==> src/lnuf_regs.svh <==
// Named constants of the LIN/UART frame handler.
// Assumes a 10 MHz core clock; included by the design and the bench.
`ifndef LNUF_REGS_SVH
`define LNUF_REGS_SVH
// Core clock period in ns.
`define LNUF_CLK_NS 100
// Shortest bit time on the bus in ns, the 20 kbit/s ceiling.
`define LNUF_BIT_NS 50000
// Cycles per bit, rounded up so the rate never exceeds the ceiling.
`define LNUF_BIT_CYC 10'((`LNUF_BIT_NS + `LNUF_CLK_NS - 1) / `LNUF_CLK_NS)
// Break of 13 dominant bits plus one recessive delimiter bit.
`define LNUF_BRK_LEN 4'hE
// Sync character value.
`define LNUF_SYNC 8'h55
// Character lengths in bits without and with parity.
`define LNUF_CHR_NP 4'hA
`define LNUF_CHR_P 4'hB
// Parity selections.
`define LNUF_PAR_NONE 2'h0
`define LNUF_PAR_EVEN 2'h1
`define LNUF_PAR_ODD 2'h2
// First special identifier and the two diagnostic identifiers.
`define LNUF_ID_SPEC 6'h3C
`define LNUF_ID_DIAG0 6'h3C
`define LNUF_ID_DIAG1 6'h3D
// Falling edge index of the sync field that ends an 8-bit span.
`define LNUF_SYNC_FALLS 3'h4
// Nominal frame length terms, in bits, and the 1.4 tolerance.
`define LNUF_HDR_BITS 34
`define LNUF_BYTE_BITS 10
`define LNUF_TOL_NUM 14
`define LNUF_TOL_DEN 10
`endif
==> src/lnuf_pkg.sv <==
// Types shared by the LIN/UART frame handler.
// Assumes the constants header sits in the same folder.
package lnuf_pkg;
  // Transmit sequencer phases.
  typedef enum logic [2:0] {T_IDLE, T_BRK, T_SYNC, T_PID, T_DATA,
                            T_CSUM} lnuf_tx_e;
  // Receive header and response phases.
  typedef enum logic [1:0] {R_BRK, R_SYNC, R_PID, R_DATA} lnuf_rx_e;
  // Whole state of the frame handler.
  typedef struct packed {
    logic line; lnuf_tx_e tph; logic [10:0] tsh; logic [3:0] tbits;
    logic [9:0] tcnt; logic [3:0] tidx; logic [7:0] tsum;
    logic [5:0] hid; logic [3:0] len;
    logic rxp; logic rbusy; logic [9:0] rcnt; logic [3:0] rbit;
    logic [10:0] rsh; logic [9:0] blen; lnuf_rx_e rst; logic [2:0] edges;
    logic [12:0] meas; logic [7:0] rsum; logic [3:0] ridx;
    logic [63:0] rbuf; logic tx_pend; logic rx_pend; logic fr_on;
    logic [9:0] fcyc; logic [8:0] fbits;
    logic [7:0] rdata; logic rvalid; logic idok; logic [5:0] id;
    logic idsp; logic iddg; logic [63:0] resp; logic rok; logic tok;
    logic cerr; logic perr; logic ferr; logic ovr; logic tmo;
  } lnuf_top_s;
endpackage

==> src/lnuf_frame_handler.sv <==
// LIN/UART frame handler and its transmit FIFO.
// Assumes a transceiver on LIN_RXD_I/LIN_TXD_O, all inputs synchronous.
// Operation
// RULE_01: Frame is header then response.
// RULE_02: Header is break, sync, protected identifier.
// RULE_03: Response is data bytes then checksum.
// RULE_04: Bytes are async characters, LSB first.
// RULE_05: Only the assigned slave drives response.
// RULE_06: Receiver checks checksum before accepting data.
// RULE_07: LIN bit rate at most 20 kbit/s.
// RULE_08: Diagnostics only in two reserved identifiers.
// RULE_09: Frame time-out detected in hardware.
// RULE_10: Older-revision nodes get no enhanced features.
// RULE_11: UART transmit and receive run full duplex.
// RULE_12: UART: 8 data, optional parity, 1 stop.
// RULE_13: UART flags overrun and framing errors.
// RULE_14: Break is 13 dominant bit times.
// RULE_15: Sync field is character 0x55.
// RULE_16: Identifiers 60 to 63 raise hardware flags.
// RULE_17: Sync edges resynchronise bit timing.
// RULE_18: Checksum is inverted sum with carry.
`timescale 1ns/1ps
`include "lnuf_regs.svh"

// Transmit FIFO with registered ready toward the filling side.
module lnuf_fifo #(
  parameter int W = 8,
  parameter int D = 8
) (
  input  wire logic         clk_i,
  input  wire logic         rst_n_i,
  input  wire logic [W-1:0] in_data_i,
  input  wire logic         in_valid_i,
  output logic              in_ready_o,
  output logic [W-1:0]      out_data_o,
  output logic              out_valid_o,
  input  wire logic         out_ready_i
);
  localparam int AW = $clog2(D);
  // Storage, pointers, fill level and registered ready.
  typedef struct packed {
    logic [D-1:0][W-1:0] mem; logic [AW-1:0] wp; logic [AW-1:0] rp;
    logic [AW:0] cnt; logic rdy;
  } lnuf_fifo_s;
  lnuf_fifo_s q, n;
  logic push, pop;
  assign in_ready_o  = q.rdy;
  assign out_valid_o = (q.cnt != '0);
  assign out_data_o  = q.mem[q.rp];
  // Next state: write on push, advance read on pop.
  always_comb begin
    n    = q;
    push = in_valid_i && q.rdy;
    pop  = out_ready_i && (q.cnt != '0);
    if (push) begin
      n.mem[q.wp] = in_data_i;
      n.wp        = q.wp + 1'b1;
    end
    if (pop) begin
      n.rp = q.rp + 1'b1;
    end
    n.cnt = q.cnt + {{AW{1'b0}}, push} - {{AW{1'b0}}, pop};
    n.rdy = (n.cnt != (AW+1)'(D));
  end
  // State register with synchronous reset.
  always_ff @(posedge clk_i) begin
    if (!rst_n_i) begin
      q     <= '0;
      q.rdy <= 1'b1;
    end else begin
      q <= n;
    end
  end
endmodule

// Frame handler top: header, response and UART character engines.
module lnuf_frame_handler (
  input  wire logic        CORE_CLK_I,
  input  wire logic        RESETN_I,
  input  wire logic        LIN_RXD_I,
  output logic             LIN_TXD_O,
  input  wire logic        UART_MODE_I,
  input  wire logic [1:0]  PARITY_I,
  input  wire logic        LIN13_I,
  input  wire logic        HDR_START_I,
  input  wire logic [5:0]  HDR_ID_I,
  input  wire logic        RESP_TX_I,
  input  wire logic        RESP_RX_I,
  input  wire logic [3:0]  RESP_LEN_I,
  input  wire logic [7:0]  TX_DATA_I,
  input  wire logic        TX_VALID_I,
  output logic             TX_READY_O,
  output logic [7:0]       RX_DATA_O,
  output logic             RX_VALID_O,
  input  wire logic        RX_READY_I,
  output logic             ID_OK_O,
  output logic [5:0]       ID_O,
  output logic             ID_SPECIAL_O,
  output logic             ID_DIAG_O,
  output logic [63:0]      RESP_DATA_O,
  output logic             RESP_OK_O,
  output logic             RESP_SENT_O,
  output logic             CSUM_ERR_O,
  output logic             PARITY_ERR_O,
  output logic             FRAME_ERR_O,
  output logic             OVERRUN_O,
  output logic             TIMEOUT_O
);
  import lnuf_pkg::*;

  lnuf_top_s q, n;            // Registered state and its next value.
  logic [7:0] f_data;         // Head byte of the transmit FIFO.
  logic       f_valid;        // FIFO holds a byte.
  logic       pop;            // Take the head byte this cycle.
  logic       tdone;          // Current character ends this cycle.
  logic       cdone;          // A received character completes.
  logic [10:0] nsh;           // Receive shift with the new sample.
  logic [7:0] cdata;          // Received data byte.
  logic       cstop;          // Received stop bit level.
  logic       cperr;          // Received parity mismatch.
  logic [7:0] init;           // Checksum seed for this frame.

  // Protected identifier: two parity bits above the 6-bit identifier.
  function automatic logic [7:0] pid(input logic [5:0] i);
    pid = {~(i[1] ^ i[3] ^ i[4] ^ i[5]), i[0] ^ i[1] ^ i[2] ^ i[4], i};
  endfunction
  // Sum with end-around carry.
  function automatic logic [7:0] csum_add(input logic [7:0] a,
                                          input logic [7:0] b);
    logic [8:0] s;
    s        = {1'b0, a} + {1'b0, b};
    csum_add = s[7:0] + {7'h00, s[8]};
  endfunction
  // Parity bit for a byte under the chosen mode.
  function automatic logic par_bit(input logic [7:0] d,
                                   input logic [1:0] m);
    par_bit = (m == `LNUF_PAR_ODD) ? ~^d : ^d;
  endfunction
  // Character bits, start bit at bit 0, then data LSB first.
  function automatic logic [10:0] chr(input logic [7:0] d,
                                      input logic [1:0] m);
    if (m == `LNUF_PAR_NONE) begin
      chr = {2'b11, d, 1'b0};
    end else begin
      chr = {1'b1, par_bit(d, m), d, 1'b0};
    end
  endfunction
  // Character length in bits.
  function automatic logic [3:0] chr_len(input logic [1:0] m);
    chr_len = (m == `LNUF_PAR_NONE) ? `LNUF_CHR_NP : `LNUF_CHR_P;
  endfunction
  // Longest frame in bit times for a response length.
  function automatic logic [8:0] frame_max(input logic [3:0] l);
    frame_max = 9'((`LNUF_HDR_BITS + `LNUF_BYTE_BITS * (int'(l) + 1))
                   * `LNUF_TOL_NUM / `LNUF_TOL_DEN);
  endfunction

  lnuf_fifo #(.W(8), .D(8)) u_fifo (
    .clk_i       (CORE_CLK_I),
    .rst_n_i     (RESETN_I),
    .in_data_i   (TX_DATA_I),
    .in_valid_i  (TX_VALID_I),
    .in_ready_o  (TX_READY_O),
    .out_data_o  (f_data),
    .out_valid_o (f_valid),
    .out_ready_i (pop)
  );

  assign LIN_TXD_O    = q.line;
  assign RX_DATA_O    = q.rdata;
  assign RX_VALID_O   = q.rvalid;
  assign ID_OK_O      = q.idok;
  assign ID_O         = q.id;
  assign ID_SPECIAL_O = q.idsp;
  assign ID_DIAG_O    = q.iddg;
  assign RESP_DATA_O  = q.resp;
  assign RESP_OK_O    = q.rok;
  assign RESP_SENT_O  = q.tok;
  assign CSUM_ERR_O   = q.cerr;
  assign PARITY_ERR_O = q.perr;
  assign FRAME_ERR_O  = q.ferr;
  assign OVERRUN_O    = q.ovr;
  assign TIMEOUT_O    = q.tmo;

  // Next state of both engines, the frame sequencer and the time-out.
  always_comb begin
    n = q;
    pop = 1'b0;
    cdone = 1'b0;
    nsh = {LIN_RXD_I, q.rsh[10:1]};
    cdata = 8'h00;
    cstop = 1'b1;
    cperr = 1'b0;
    init = 8'h00;
    {n.idok, n.rok, n.tok, n.cerr, n.perr, n.ferr, n.ovr, n.tmo} = '0;
    n.rxp = LIN_RXD_I;
    if (RX_READY_I) begin
      n.rvalid = 1'b0;
    end
    // Transmit bit timer at the fixed bit rate.
    tdone = (q.tbits == 4'h1) && (q.tcnt == `LNUF_BIT_CYC - 10'h001);
    if (q.tbits != 4'h0) begin
      if (q.tcnt == `LNUF_BIT_CYC - 10'h001) begin  // see RULE_07
        n.tcnt  = 10'h000;
        n.tbits = q.tbits - 4'h1;
        n.tsh   = {1'b1, q.tsh[10:1]};  // see RULE_04
      end else begin
        n.tcnt = q.tcnt + 10'h001;
      end
    end
    // Transmit sequencer.
    case (q.tph)
      T_IDLE: begin
        if (UART_MODE_I) begin
          if (q.tbits == 4'h0 && f_valid) begin  // see RULE_11
            pop     = 1'b1;
            n.tsh   = chr(f_data, PARITY_I);  // see RULE_12
            n.tbits = chr_len(PARITY_I);
          end
        end else if (HDR_START_I) begin  // see RULE_01
          n.tph   = T_BRK;
          n.hid   = HDR_ID_I;
          n.tbits = `LNUF_BRK_LEN;  // see RULE_14
          n.tcnt  = 10'h000;
        end
      end
      T_BRK: begin
        if (tdone) begin
          n.tph   = T_SYNC;
          n.tsh   = chr(`LNUF_SYNC, `LNUF_PAR_NONE);  // see RULE_15
          n.tbits = `LNUF_CHR_NP;
        end
      end
      T_SYNC: begin
        if (tdone) begin
          n.tph   = T_PID;
          n.tsh   = chr(pid(q.hid), `LNUF_PAR_NONE);  // see RULE_02
          n.tbits = `LNUF_CHR_NP;
        end
      end
      T_PID: begin
        if (tdone) begin
          n.tph = T_IDLE;
        end
      end
      T_DATA: begin
        if (q.tbits == 4'h0) begin
          if (q.tidx == q.len) begin
            n.tph   = T_CSUM;
            n.tsh   = chr(~q.tsum, `LNUF_PAR_NONE);  // see RULE_03
            n.tbits = `LNUF_CHR_NP;
          end else if (f_valid) begin
            pop     = 1'b1;
            n.tsh   = chr(f_data, `LNUF_PAR_NONE);
            n.tbits = `LNUF_CHR_NP;
            n.tsum  = csum_add(q.tsum, f_data);  // see RULE_18
            n.tidx  = q.tidx + 4'h1;
          end
        end
      end
      default: begin
        if (tdone) begin
          n.tph     = T_IDLE;
          n.tok     = 1'b1;
          n.tx_pend = 1'b0;
          n.fr_on   = q.rx_pend;
        end
      end
    endcase
    // Response commands are latched until the identifier arrives.
    if (!UART_MODE_I && RESP_TX_I) begin
      n.tx_pend = 1'b1;
      n.len     = RESP_LEN_I;
    end
    if (!UART_MODE_I && RESP_RX_I) begin
      n.rx_pend = 1'b1;
      n.len     = RESP_LEN_I;
    end
    // Receive character engine; start search is held off during sync.
    if (!q.rbusy) begin
      if (q.rxp && !LIN_RXD_I && q.rst != R_SYNC) begin
        n.rbusy = 1'b1;
        n.rcnt  = {1'b0, q.blen[9:1]};
        n.rbit  = 4'h0;
      end
    end else if (q.rcnt != 10'h000) begin
      n.rcnt = q.rcnt - 10'h001;
    end else begin
      n.rcnt = q.blen - 10'h001;
      n.rsh  = nsh;
      n.rbit = q.rbit + 4'h1;
      if (q.rbit == 4'h0 && LIN_RXD_I) begin
        n.rbusy = 1'b0;
      end else if (q.rbit == (UART_MODE_I ? chr_len(PARITY_I)
                                          : `LNUF_CHR_NP) - 4'h1) begin
        n.rbusy = 1'b0;
        cdone   = 1'b1;
      end
    end
    // Field extraction; the stop bit is the newest sample.
    cstop = LIN_RXD_I;
    if (UART_MODE_I && PARITY_I != `LNUF_PAR_NONE) begin
      cdata = nsh[8:1];
      cperr = (nsh[9] != par_bit(nsh[8:1], PARITY_I));
    end else begin
      cdata = nsh[9:2];
    end
    // UART receive: one holding byte, overrun when it is not taken.
    if (UART_MODE_I) begin
      if (cdone) begin
        n.ovr    = q.rvalid && !RX_READY_I;  // see RULE_13
        n.ferr   = !cstop;  // see RULE_13
        n.perr   = cperr;
        n.rdata  = cdata;
        n.rvalid = 1'b1;
      end
    end else begin
      init = (LIN13_I || cdata[5:0] == `LNUF_ID_DIAG0 ||  // see RULE_10
              cdata[5:0] == `LNUF_ID_DIAG1) ? 8'h00 : pid(cdata[5:0]);
      // A break is accepted in any phase but R_SYNC, where no character starts.
      if (cdone && cdata == 8'h00 && !cstop) begin
        n.rst   = R_SYNC;
        n.edges = 3'h0;
        n.meas  = 13'h0000;
        n.fr_on = 1'b1;
        n.fcyc  = 10'h000;
        n.fbits = 9'h000;
      end else begin
        case (q.rst)
          R_SYNC: begin
            if (q.edges != 3'h0) begin
              n.meas = q.meas + 13'h0001;
            end
            if (q.rxp && !LIN_RXD_I) begin  // see RULE_17
              n.edges = q.edges + 3'h1;
              if (q.edges == `LNUF_SYNC_FALLS) begin
                n.blen = q.meas[12:3];
                n.rst  = R_PID;
              end
            end
          end
          R_PID: begin
            if (cdone) begin
              n.rst = R_BRK;
              if (pid(cdata[5:0]) != cdata || !cstop) begin
                n.perr  = 1'b1;
                n.fr_on = 1'b0;
              end else begin
                n.idok  = 1'b1;
                n.id    = cdata[5:0];
                n.idsp  = cdata[5:0] >= `LNUF_ID_SPEC;  // see RULE_16
                n.iddg  = cdata[5:0] == `LNUF_ID_DIAG0 ||
                          cdata[5:0] == `LNUF_ID_DIAG1;  // see RULE_08
                n.fr_on = q.tx_pend || q.rx_pend;
                n.tidx  = 4'h0;
                n.ridx  = 4'h0;
                n.tsum  = init;
                n.rsum  = init;
                if (q.tx_pend) begin  // see RULE_05
                  n.tph = T_DATA;
                end
                if (q.rx_pend) begin
                  n.rst = R_DATA;
                end
              end
            end
          end
          R_DATA: begin
            if (cdone && !cstop) begin
              n.ferr    = 1'b1;
              n.rst     = R_BRK;
              n.rx_pend = 1'b0;
              n.fr_on   = q.tx_pend;
            end else if (cdone && q.ridx == q.len) begin
              n.rst     = R_BRK;
              n.rx_pend = 1'b0;
              n.fr_on   = q.tx_pend;
              if (cdata == ~q.rsum) begin  // see RULE_06
                n.resp = q.rbuf;
                n.rok  = 1'b1;
              end else begin
                n.cerr = 1'b1;
              end
            end else if (cdone) begin
              n.rbuf[{q.ridx[2:0], 3'b000} +: 8] = cdata;
              n.rsum = csum_add(q.rsum, cdata);  // see RULE_18
              n.ridx = q.ridx + 4'h1;
            end
          end
          default: begin
          end
        endcase
      end
      // Frame time-out counted in bit times.
      if (q.fr_on) begin
        if (q.fcyc == `LNUF_BIT_CYC - 10'h001) begin
          n.fcyc  = 10'h000;
          n.fbits = q.fbits + 9'h001;
        end else begin
          n.fcyc = q.fcyc + 10'h001;
        end
        if ((q.tx_pend || q.rx_pend) &&
            q.fbits > frame_max(q.len)) begin  // see RULE_09
          n.tmo     = 1'b1;
          n.fr_on   = 1'b0;
          n.tx_pend = 1'b0;
          n.rx_pend = 1'b0;
          n.rst     = R_BRK;
          n.tph     = T_IDLE;
          n.tbits   = 4'h0;
        end
      end
    end
    // Line level: break low except delimiter, else the shifter.
    if (n.tbits == 4'h0) begin
      n.line = 1'b1;
    end else if (n.tph == T_BRK) begin
      n.line = (n.tbits == 4'h1);
    end else begin
      n.line = n.tsh[0];
    end
  end

  // State register with synchronous reset.
  always_ff @(posedge CORE_CLK_I) begin
    if (!RESETN_I) begin
      q      <= '0;
      q.line <= 1'b1;
      q.rxp  <= 1'b1;
      q.blen <= `LNUF_BIT_CYC;
    end else begin
      q <= n;
    end
  end
endmodule

==> config.mk <==
export PLATFORM = sky130hd
export DESIGN_NAME = lnuf_frame_handler
export DESIGN_NICKNAME = d
export VERILOG_FILES = /design/src/lnuf_pkg.sv /design/src/lnuf_frame_handler.sv
export VERILOG_INCLUDE_DIRS = /design/src
export SDC_FILE = /design/constraint.sdc
export NUM_CORES = 1
export LEC_CHECK = 0
export ABC_AREA = 1
export BUFFER_PORTS_ARGS = -buffer_cell sky130_fd_sc_hd__buf_2
export CORE_MARGIN = 1.5
export CORE_UTILIZATION = 40
export CTS_CLUSTER_SIZE = 30
export DETAILED_ROUTE_END_ITERATION = 12
export GPL_TIMING_DRIVEN = 0
export PLACE_DENSITY = 0.52
export SYNTH_ARGS = -nofsm -noshare
export SYNTH_HDL_FRONTEND = slang
export SYNTH_SLANG_ARGS = --single-unit
==> constraint.sdc <==
create_clock -name CORE_CLK_I -period 12.65 [get_ports CORE_CLK_I]
set_clock_uncertainty 0.2 [all_clocks]
set_input_delay 0.6325 -clock CORE_CLK_I [delete_from_list [all_inputs] [get_ports CORE_CLK_I]]
set_output_delay 0.6325 -clock CORE_CLK_I [all_outputs]
set_load 0.03 [all_outputs]
==> summary.txt, run 1 <==
Synth
  – Yosys Warn Count: 0
  – Flops & latches, synth: 366
  – Fraction of registers with async set/reset: 0%
  – Most common cell in the netlist: nand2_1
  – Synth Flop Type: dfxtp_1
  – Yosys top cell area share: 33.0%
  – Synth cell count leaders: nand2_1 (521), nor2_1 (487), dfxtp_1 (366)
  – Post-Synthesis Cells: 3210
  – Mean post-synth cell area: 6.91 um^2
  – EDFF count, synth: 0
  – Top post-synthesis cells by area: dfxtp_1 (33%), nand2_1 (8.8%), nor2_1 (8.2%)
  – Part of the Yosys area used for sequential elements: 33.0%
  – Count of cell types in the netlist: 72
  – Post-Syn Area: ~22000 um^2
  – Largest area contributor in the netlist: dfxtp_1

Route
  – DRT antenna net count: 0
  – First-pass detailed-route iteration total: 5
  – Drc violations: 0
  – DR iter-0 viols: approximately 1500
  – Final WL: 69100 um
  – Post-DR wirelength/cell: 16.4 um
  – Via/cell ratio: 5.18
  – Via Count: ~22000

Timing
  – Max-slew violation count: 0
  – Post-route minimum period: 12.00 ns
  – Final Hold Fails: 0
  – Worst slew margin: 4.48%
  – Final setup viols: 0
  – Slew @ Worst Pin: around 1.4 ns
  – Final period util: 94.9%
  – Final hold slack: 0.0437 ns
  – Fin Setup TNS: 0 ns
  – Fmax: 0.0833 GHz

Setup path
  – WS Path Type: flop to flop
  – Cell mode on critical path: nand2_2
  – Crit-path max FO: 12
  – Worst path max stage delay: approximately 0.54 ns
  – Critical Path Start Type: flop
  – Crit end category: flop
  – Crit-path slowest cell: fa_1
  – CP Data Arrival Time: 12.22 ns
  – Required time of the critical path: 12.87 ns

Final layout
  – Area Overhead vs Synth: 18.7%
  – Non-Filler Instances: 4217
  – FILL cells: 5713
  – Final core utilization: 47.9%
  – Layout cells sized above 1: 16.5%
  – Ant. Diodes: 0
  – Nets@finish: roughly 3600

Die
  – Die width: between 200 and 250 um
  – Initial Utilization: 40.3%
  – Die area: 56900 um^2
  – # IOs: 121
  – Core footprint: 55000 um^2
  – # rows: 86
  – Die Span Y: 238 um

CTS
  – Clk root buf: clkbuf_16
  – Clock tree from TritonCTS: built
  – Post-CTS Hold Buffers: 0
  – TritonCTS Buffers: 43
  – Sink Count: 366
  – Latest clock arrival within the worst-skew pair: between 0.5 and 0.6 ns
  – Reg clk slew, reported paths: roughly 0.060 ns
  – Clock Tree Buf Depth: 3
  – H-Tree Depth: 2

GRT
  – Wire length of the first global-routing pass: 107000 um
  – GR Util All Layers: between 20% and 30%
  – Total grt overflow: 0
  – Vias in the first global route: 20000
  – Largest net degree at the start of global routing: 14
  – Antenna violations before repair: 3

Run status
  – Outcome: finished, final reports clean

Placed design
  – Hpwl dp: 51800 um
  – GP Congestion: around 0.90
  – Placed Cells incl. Taps: 4071
  – Port buffer count: 110

Run
  – Max-cap violations: 0

Hold path
  – Type of the most critical hold path: input port to flop
area by class of cell:
cell class | count | area [um^2] | area share [%]
Inverter | 386 | 1470 | 5.59
Sequential cell | 366 | 7340 | 27.9
Multi-Input combinational cell | 2282 | 12900 | 49.1
Buffer | 180 | 1050 | 4.00
Clock buffer | 60 | 1220 | 4.63
Tap cell | 748 | 936 | 3.55
Clock inverter | 16 | 251 | 0.955
Timing Repair Buffer | 179 | 1130 | 4.30
logic make-up after synthesis:
| group | count (synthesis) | synth area share, % |
|---|---|---|
| AND/OR/NAND/NOR | 1400 | 28.7 |
| AO/OA/AOI/OAI | 685 | 17.5 |
| buffers and inverters | 566 | 11.3 |
| flip-flops | 366 | 33.0 |
| XOR/XNOR | 92 | 3.63 |
| adder cells (fa/ha/maj) | 89 | 5.29 |
| multiplexers | 11 | 0.497 |
| other | 1 | 0.0169 |
what timing repair did:
action                                  4_1_cts  5_1_grt
pin swaps                                     7       68
gates resized for setup                      25      122
setup buffers                                 5       60
hold endpoints to repair                      0        0
endpoints found under the setup margin       14       14
gates cloned                                  1        4
through the flow:
stage | area [um^2] | setup slack (ns)
after floorplan | 22200 | 1.36
after global placement | 23700 | -0.964
after detailed placement | 23700 | -0.970
after CTS | 25300 | 0.00108
after global routing | 26300 | -0.192
final | 26300 | 0.647
per-layer routing:
metal	vias to the layer above	part of all wire [%]	track usage, %	routed length (um)
li1	11000	-	-	-
met1	10100	47	32.7	32300
met2	619	45	37.6	31000
met3	119	5.7	3.26	3930
met4	0	2.7	6.94	1860
met5	-	0	0	0
worst paths after layout:
kind / start / end / slack (ns) / cells past startpoint
worst max-delay path: q[242]$_SDFFE_PN0P_ / LIN_TXD_O$_SDFF_PP1_ / 0.65 / 82
worst min-delay path: RX_READY_I / OVERRUN_O$_SDFF_PN0_ / 0.04 / 2
worst max register to register: q[242]$_SDFFE_PN0P_ / LIN_TXD_O$_SDFF_PP1_ / 0.65 / 82
worst min register to register: q[130]$_SDFFE_PN0P_ / q[130]$_SDFFE_PN0P_ / 0.25 / 2
placed cells by master, fill, tap and decap left out, types with 60 or more instances in the layout:
| cell | instances |
|---|---|
| nand2_1 | 494 |
| inv_1 | 347 |
| buf_4 | 142 |
| buf_2 | 111 |
| ha_1 | 74 |
| a211oi_1 | 67 |
| a21oi_1 | 175 |
| o21ai_0 | 299 |
| nor2_1 | 480 |
| clkbuf_1 | 92 |
| dfxtp_1 | 363 |
| nand2_2 | 60 |
| nand3_1 | 121 |
sequential cells by signal, indices dropped and copies added (netlist names), 6 cells and up:
| register | count |
|---|---|
| ID_O | 6 |
| u_fifo.q | 74 |
| nsh | 9 |
| RX_DATA_O | 8 |
| q | 192 |
| RESP_DATA_O | 64 |
critical path: cells and delay by family, from the launching register on:
| kind | cells | cell delay [ns] |
|---|---|---|
| adder cells (fa/ha/maj) | 8 | 2.42 |
| buffers and inverters | 14 | 1.63 |
| AO/OA/AOI/OAI | 11 | 1.49 |
| XOR/XNOR | 2 | 0.36 |
| AND/OR/NAND/NOR | 47 | 5.37 |
| flip-flops | 1 | 0.37 |
Power of run 1 is left out: the tool's default activity adds up to more than one toggle a clock period on the data nets, which glitch-free logic cannot reach.
==> run 2, diff against run 1 <==
- SYNTH_HIERARCHICAL: default -> 1
==> summary.txt, run 2 <==
Synth
  – Post-Syn Area: 22500 um^2 (was 22200 um^2)
  – Synth Flop Type: dfxtp_1 (unchanged)
  – Most common cell in the netlist: nand2_1 (unchanged)
  – Fraction of registers with async set/reset: 0% (unchanged)
  – EDFF count, synth: 0 (unchanged)
  – Post-Synthesis Cells: 3349 (was 3210)
  – Count of cell types in the netlist: 69 (was 72)
  – Flops & latches, synth: 366 (unchanged)
  – Largest area contributor in the netlist: dfxtp_1 (unchanged)
  – Synth cell count leaders: nand2_1 (658), inv_1 (450), dfxtp_1 (366) (was nand2_1 (521), nor2_1 (487), dfxtp_1 (366))
  – Part of the Yosys area used for sequential elements: 32.6% (was 33.0%)
  – Top post-synthesis cells by area: dfxtp_1 (33%), nand2_1 (11%), inv_1 (7.5%) (was dfxtp_1 (33%), nand2_1 (8.8%), nor2_1 (8.2%))
  – Mean post-synth cell area: 6.71 um^2 (was 6.91 um^2)
  – Yosys Warn Count: 6 (was 0)
  – Yosys top cell area share: 32.6% (was 33.0%)

CTS
  – Clock tree from TritonCTS: built (unchanged)
  – Latest clock arrival within the worst-skew pair: 0.59 ns (was 0.58 ns)
  – H-Tree Depth: 2 (unchanged)
  – TritonCTS Buffers: 44 (was 43)
  – Clk root buf: clkbuf_16 (unchanged)
  – Sink Count: 366 (unchanged)
  – Clock Tree Buf Depth: 3 (unchanged)
  – Reg clk slew, reported paths: 0.06 ns (about the same)

Final layout
  – Largest reg by FF count: q (unchanged)
  – Layout cells sized above 1: 17.0% (was 16.5%)
  – Final core utilization: 48.4% (was 47.9%)
  – Nets@finish: 3710 (was 3557)
  – Most frequent cells in the layout: nand2_1 (606), inv_1 (442), dfxtp_1 (363) (was nand2_1 (494), nor2_1 (480), dfxtp_1 (363))
  – Register area: 7340 um^2 (unchanged)
  – Most common cell after layout, fill and taps aside: nand2_1 (unchanged)
  – Design Area, Final: 26800 um^2 (was 26300 um^2)
  – Area of the multi-input gates: 13000 um^2 (was 12900 um^2)
  – Ant. Diodes: 0 (unchanged)
  – Max reg flops: 192 (unchanged)
  – FILL cells: 5764 (was 5713)
  – Area Overhead vs Synth: 19.1% (was 18.7%)

GRT
  – Antenna violations before repair: 1 (was 3)
  – Largest net degree at the start of global routing: 14 (unchanged)
  – Total grt overflow: 0 (unchanged)
  – GR Util All Layers: 22.4% (was 23.5%)
  – Vias in the first global route: 20400 (was 20000)
  – Wire length of the first global-routing pass: 105000 um (was 107000 um)

Timing
  – Fmax: 0.0841 GHz (was 0.0833 GHz)
  – Worst slew margin: 22.5% (was 4.48%)
  – Final hold slack: 0.0780 ns (was 0.0437 ns)
  – Max-slew violation count: 0 (unchanged)
  – Final Hold Fails: 0 (unchanged)
  – Final period util: 94.0% (was 94.9%)
  – Slew @ Worst Pin: 1.15 ns (was 1.42 ns)
  – Final setup viols: 0 (unchanged)
  – Post-route minimum period: 11.89 ns (was 12.00 ns)
  – Setup WS post-layout: 0.760 ns (was 0.647 ns)

Die
  – Die area: 57600 um^2 (was 56900 um^2)
  – Die width: 240 um (was 238 um)
  – # rows: 86 (unchanged)
  – Die Span Y: 240 um (was 238 um)
  – Core footprint: 55300 um^2 (was 55000 um^2)
  – # IOs: 121 (unchanged)
  – Initial Utilization: 40.7% (was 40.3%)

Placed design
  – Area after DPL: 24000 um^2 (was 23700 um^2)
  – Hpwl dp: 49700 um (was 51800 um)
  – Worst slack at placement: -0.799 ns (was -0.970 ns)
  – Port buffer count: 119 (was 110)
  – GP Congestion: 0.919 (was 0.897)

Route
  – DR iter-0 viols: 1315 (was 1530)
  – First-pass detailed-route iteration total: 6 (was 5)
  – Post-DR wirelength/cell: 15.2 um (was 16.4 um)
  – DRT antenna net count: 0 (unchanged)
  – Via Count: 22100 (was 21800)
  – Final WL: 66500 um (was 69100 um)
  – Via/cell ratio: 5.07 (was 5.18)
  – Drc violations: 0 (unchanged)

Run
  – Max-cap violations: 0 (unchanged)

Setup path
  – Crit-path max FO: 8 (was 12)
  – Required time of the critical path: 12.86 ns (was 12.87 ns)
  – Critical Path Start Type: flop (unchanged)
  – Crit-path slowest cell: fa_1 (unchanged)
  – Crit end category: flop (unchanged)
  – Cell mode on critical path: nand2_2 (unchanged)
  – Worst path max stage delay: 0.51 ns (was 0.54 ns)
  – WS Path Type: flop to flop (unchanged)
  – CP Data Arrival Time: 12.10 ns (was 12.22 ns)

Hold path
  – Type of the most critical hold path: input port to flop (unchanged)

Run status
  – Outcome: finished, final reports clean (unchanged)
==> run 2: changes by cell type after synthesis, sizes merged, moves of 15 or more <==
cell	change
a21oi	+103
nor2	-147
inv	+96
o22ai	-18
o21ai	-16
a211oi	-57
o21a	+15
nand2	+127
nand3	+47
==> run 2: per-layer routing <==
layer  wire length (um)  vias to the layer above  global-route usage (%)
met5                  0                        -                       0
li1                   -                    11300                       -
met3               3130                      106                    3.46
met2              30100                      446                    35.9
met1              31600                    10200                    30.9
met4               1720                        0                    6.92
==> run 2: area by class of cell <==
type	count	area share, %
multi-input combinational	2328	48.7
clock buffer	62	4.71
timing repair buffer	192	4.36
buffer	174	3.88
tap	748	3.50
clock inverter	15	0.551
sequential	366	27.4
inverter	485	6.93
==> run 2: worst paths after layout <==
kind / startpoint / depth (start not counted) / slack (ns) / to
worst max-delay path: q[242]$_SDFFE_PN0P_ / 83 / 0.76 / LIN_TXD_O$_SDFF_PP1_
worst min-delay path: HDR_ID_I[0] / 3 / 0.08 / q[246]$_SDFFE_PN0P_
worst max register to register: q[242]$_SDFFE_PN0P_ / 83 / 0.76 / LIN_TXD_O$_SDFF_PP1_
worst min register to register: RESP_DATA_O[46]$_SDFFE_PN0P_ / 2 / 0.24 / RESP_DATA_O[46]$_SDFFE_PN0P_
==> run 2: worst max-delay path: cells and delay by family (launching register included) <==
family	cells	cell delay [ns]
simple gates	48	5.51
fa+ha+maj	8	2.19
compound gates	12	1.86
buf+inv	14	1.34
flops	1	0.38
xor+xnor	1	0.16
==> run 2: per-stage QoR <==
step / setup TNS, ns / cells
after floorplan: 0 / 3351
after CTS: 0 / 4301
after global routing: -0.761 / 4370
after detailed placement: -9.00 / 4218
after global placement: -6.42 / 4218
final: 0 / 4370
==> run 2: cell families after synthesis <==
family          share of synthesized area (%)
buf+inv                                  12.6
mux                                     0.134
simple gates                             28.2
other cells                            0.0167
xor+xnor                                 3.35
fa+ha+maj                                5.22
flops                                    32.6
compound gates                           17.9
==> run 2: repair_timing <==
item,CTS,global route
hold buffers,0,0
cloned,1,2
setup endpoints to repair,14,14
pin swaps,5,87
buffers inserted,5,67
resized for setup,18,174
Power of run 2 is left out for the same reason.
==> run 3, diff against run 2 <==
- CTS_BUF_LIST: default -> sky130_fd_sc_hd__clkbuf_8
==> summary.txt, run 3 (synthesized netlist as in run 2, its figures left out) <==
CTS
  – Latest clock arrival within the worst-skew pair: 0.63 ns (was 0.59 ns)
  – TritonCTS Buffers: 69 (was 44)
  – Clock tree from TritonCTS: built (unchanged)
  – Reg clk slew, reported paths: 0.06 ns (about the same)
  – Sink Count: 366 (unchanged)
  – Clk root buf: clkbuf_8 (was clkbuf_16)
  – Clock Tree Buf Depth: 3 (unchanged)
  – H-Tree Depth: 3 (was 2)

GRT
  – GR Util All Layers: 22.6% (was 22.4%)
  – Largest net degree at the start of global routing: 12 (was 14)
  – Total grt overflow: 0 (unchanged)
  – Wire length of the first global-routing pass: 105000 um (about the same)
  – Vias in the first global route: 20700 (was 20400)
  – Antenna violations before repair: 1 (unchanged)

Final layout
  – Ant. Diodes: 0 (unchanged)
  – Layout cells sized above 1: 17.3% (was 17.0%)
  – FILL cells: 5797 (was 5764)
  – Max reg flops: 192 (unchanged)
  – Design Area, Final: 26800 um^2 (about the same)
  – Area Overhead vs Synth: 19.2% (was 19.1%)
  – Largest reg by FF count: q (unchanged)
  – Register area: 7340 um^2 (unchanged)
  – Most common cell after layout, fill and taps aside: nand2_1 (unchanged)
  – Non-Filler Instances: 4419 (was 4370)
  – Nets@finish: 3742 (was 3710)
  – Area of the multi-input gates: 13000 um^2 (about the same)
  – Most frequent cells in the layout: nand2_1 (611), inv_1 (463), dfxtp_1 (363) (was nand2_1 (606), inv_1 (442), dfxtp_1 (363))

Route
  – Via Count: 22300 (was 22100)
  – Post-DR wirelength/cell: 15.0 um (was 15.2 um)
  – First-pass detailed-route iteration total: 5 (was 6)
  – Final WL: 66500 um (about the same)
  – DRT antenna net count: 0 (unchanged)
  – Drc violations: 0 (unchanged)
  – DR iter-0 viols: 1271 (was 1315)
  – Via/cell ratio: 5.05 (was 5.07)

Die
  – # IOs: 121 (unchanged)
  – Die area: 57600 um^2 (unchanged)
  – Die width: 240 um (unchanged)
  – Initial Utilization: 40.7% (unchanged)
  – Die Span Y: 240 um (unchanged)
  – Core footprint: 55300 um^2 (unchanged)
  – # rows: 86 (unchanged)

Placed design
  – Hpwl dp: 49700 um (unchanged)
  – Placed Cells incl. Taps: 4218 (unchanged)
  – Worst slack at placement: -0.799 ns (unchanged)
  – GP Congestion: 0.919 (unchanged)
  – Area after DPL: 24000 um^2 (unchanged)
  – Port buffer count: 119 (unchanged)

Setup path
  – Crit-path max FO: 8 (unchanged)
  – Crit-path slowest cell: fa_1 (unchanged)
  – Critical Path Start Type: flop (unchanged)
  – CP Data Arrival Time: 12.19 ns (was 12.10 ns)
  – WS Path Type: flop to flop (unchanged)
  – Required time of the critical path: 12.92 ns (was 12.86 ns)
  – Cell mode on critical path: nand2_2 (unchanged)
  – Worst path max stage delay: 0.51 ns (about the same)
  – Crit end category: flop (unchanged)

Timing
  – Final setup viols: 0 (unchanged)
  – Post-route minimum period: 11.92 ns (was 11.89 ns)
  – Setup WS post-layout: 0.732 ns (was 0.760 ns)
  – Final Hold Fails: 0 (unchanged)
  – Max-slew violation count: 0 (unchanged)
  – Slew @ Worst Pin: 1.10 ns (was 1.15 ns)
  – Worst slew margin: 25.9% (was 22.5%)
  – Final period util: 94.2% (was 94.0%)
  – Fmax: 0.0839 GHz (was 0.0841 GHz)

Hold path
  – Type of the most critical hold path: input port to flop (unchanged)

Run
  – Max-cap violations: 0 (unchanged)

Run status
  – Outcome: finished, final reports clean (unchanged)
-- run 3: path summary, 6_finish.rpt --
path                             from              endpoint  slack, ns  cells past startpoint
hold reg to reg   q[147]$_SDFFE_PN0P_   q[147]$_SDFFE_PN0P_       0.24                      2
setup reg to reg  q[242]$_SDFFE_PN0P_  LIN_TXD_O$_SDFF_PP1_       0.73                     82
hold / removal             RX_READY_I  OVERRUN_O$_SDFF_PN0_       0.07                      3
setup / recovery  q[242]$_SDFFE_PN0P_  LIN_TXD_O$_SDFF_PP1_       0.73                     82
-- run 3: what timing repair did --
action	CTS	global route
hold buffers	6	0
cloned	1	2
hold endpoints to repair	6	0
pin swaps	5	89
buffers inserted	6	67
gates resized for setup	18	159
endpoints found under the setup margin	14	14
-- run 3: cell type report --
class / count / share of cell area (%)
multi-input cells: 2328 / 48.5
flip-flops and latches: 366 / 27.4
inverters: 485 / 6.92
repair buffers: 199 / 4.61
clock buffers: 87 / 4.47
plain buffers: 174 / 3.88
well taps: 748 / 3.49
clock inverters: 32 / 0.784
-- run 3: per-stage QoR --
step / hold slack, ns / util (%) / setup TNS, ns
final: 0.0744 / 48.5 / 0
after detailed placement: 0.233 / 43.4 / -9.00
after global placement: 0.231 / 43.4 / -6.42
after CTS: 0.00402 / 46.3 / 0
after floorplan: 0.220 / - / 0
after global routing: 0.0540 / 48.5 / -1.08
-- run 3: critical path: cells and delay by family, from the launching register on --
kind | cells | cell delay [ns]
xor+xnor | 1 | 0.16
compound gates | 12 | 1.92
simple gates | 47 | 5.45
buf+inv | 14 | 1.44
fa+ha+maj | 8 | 2.18
flops | 1 | 0.38
-- run 3: routing by layer --
| layer | routed length, um | part of all wire [%] | GRT usage, % |
|---|---|---|---|
| met5 | 0 | 0 | 0 |
| met4 | 1750 | 2.6 | 7.70 |
| met3 | 3240 | 4.9 | 4.01 |
| met2 | 29800 | 45 | 35.9 |
| met1 | 31700 | 48 | 30.7 |
Power of run 3 is left out for the same reason.
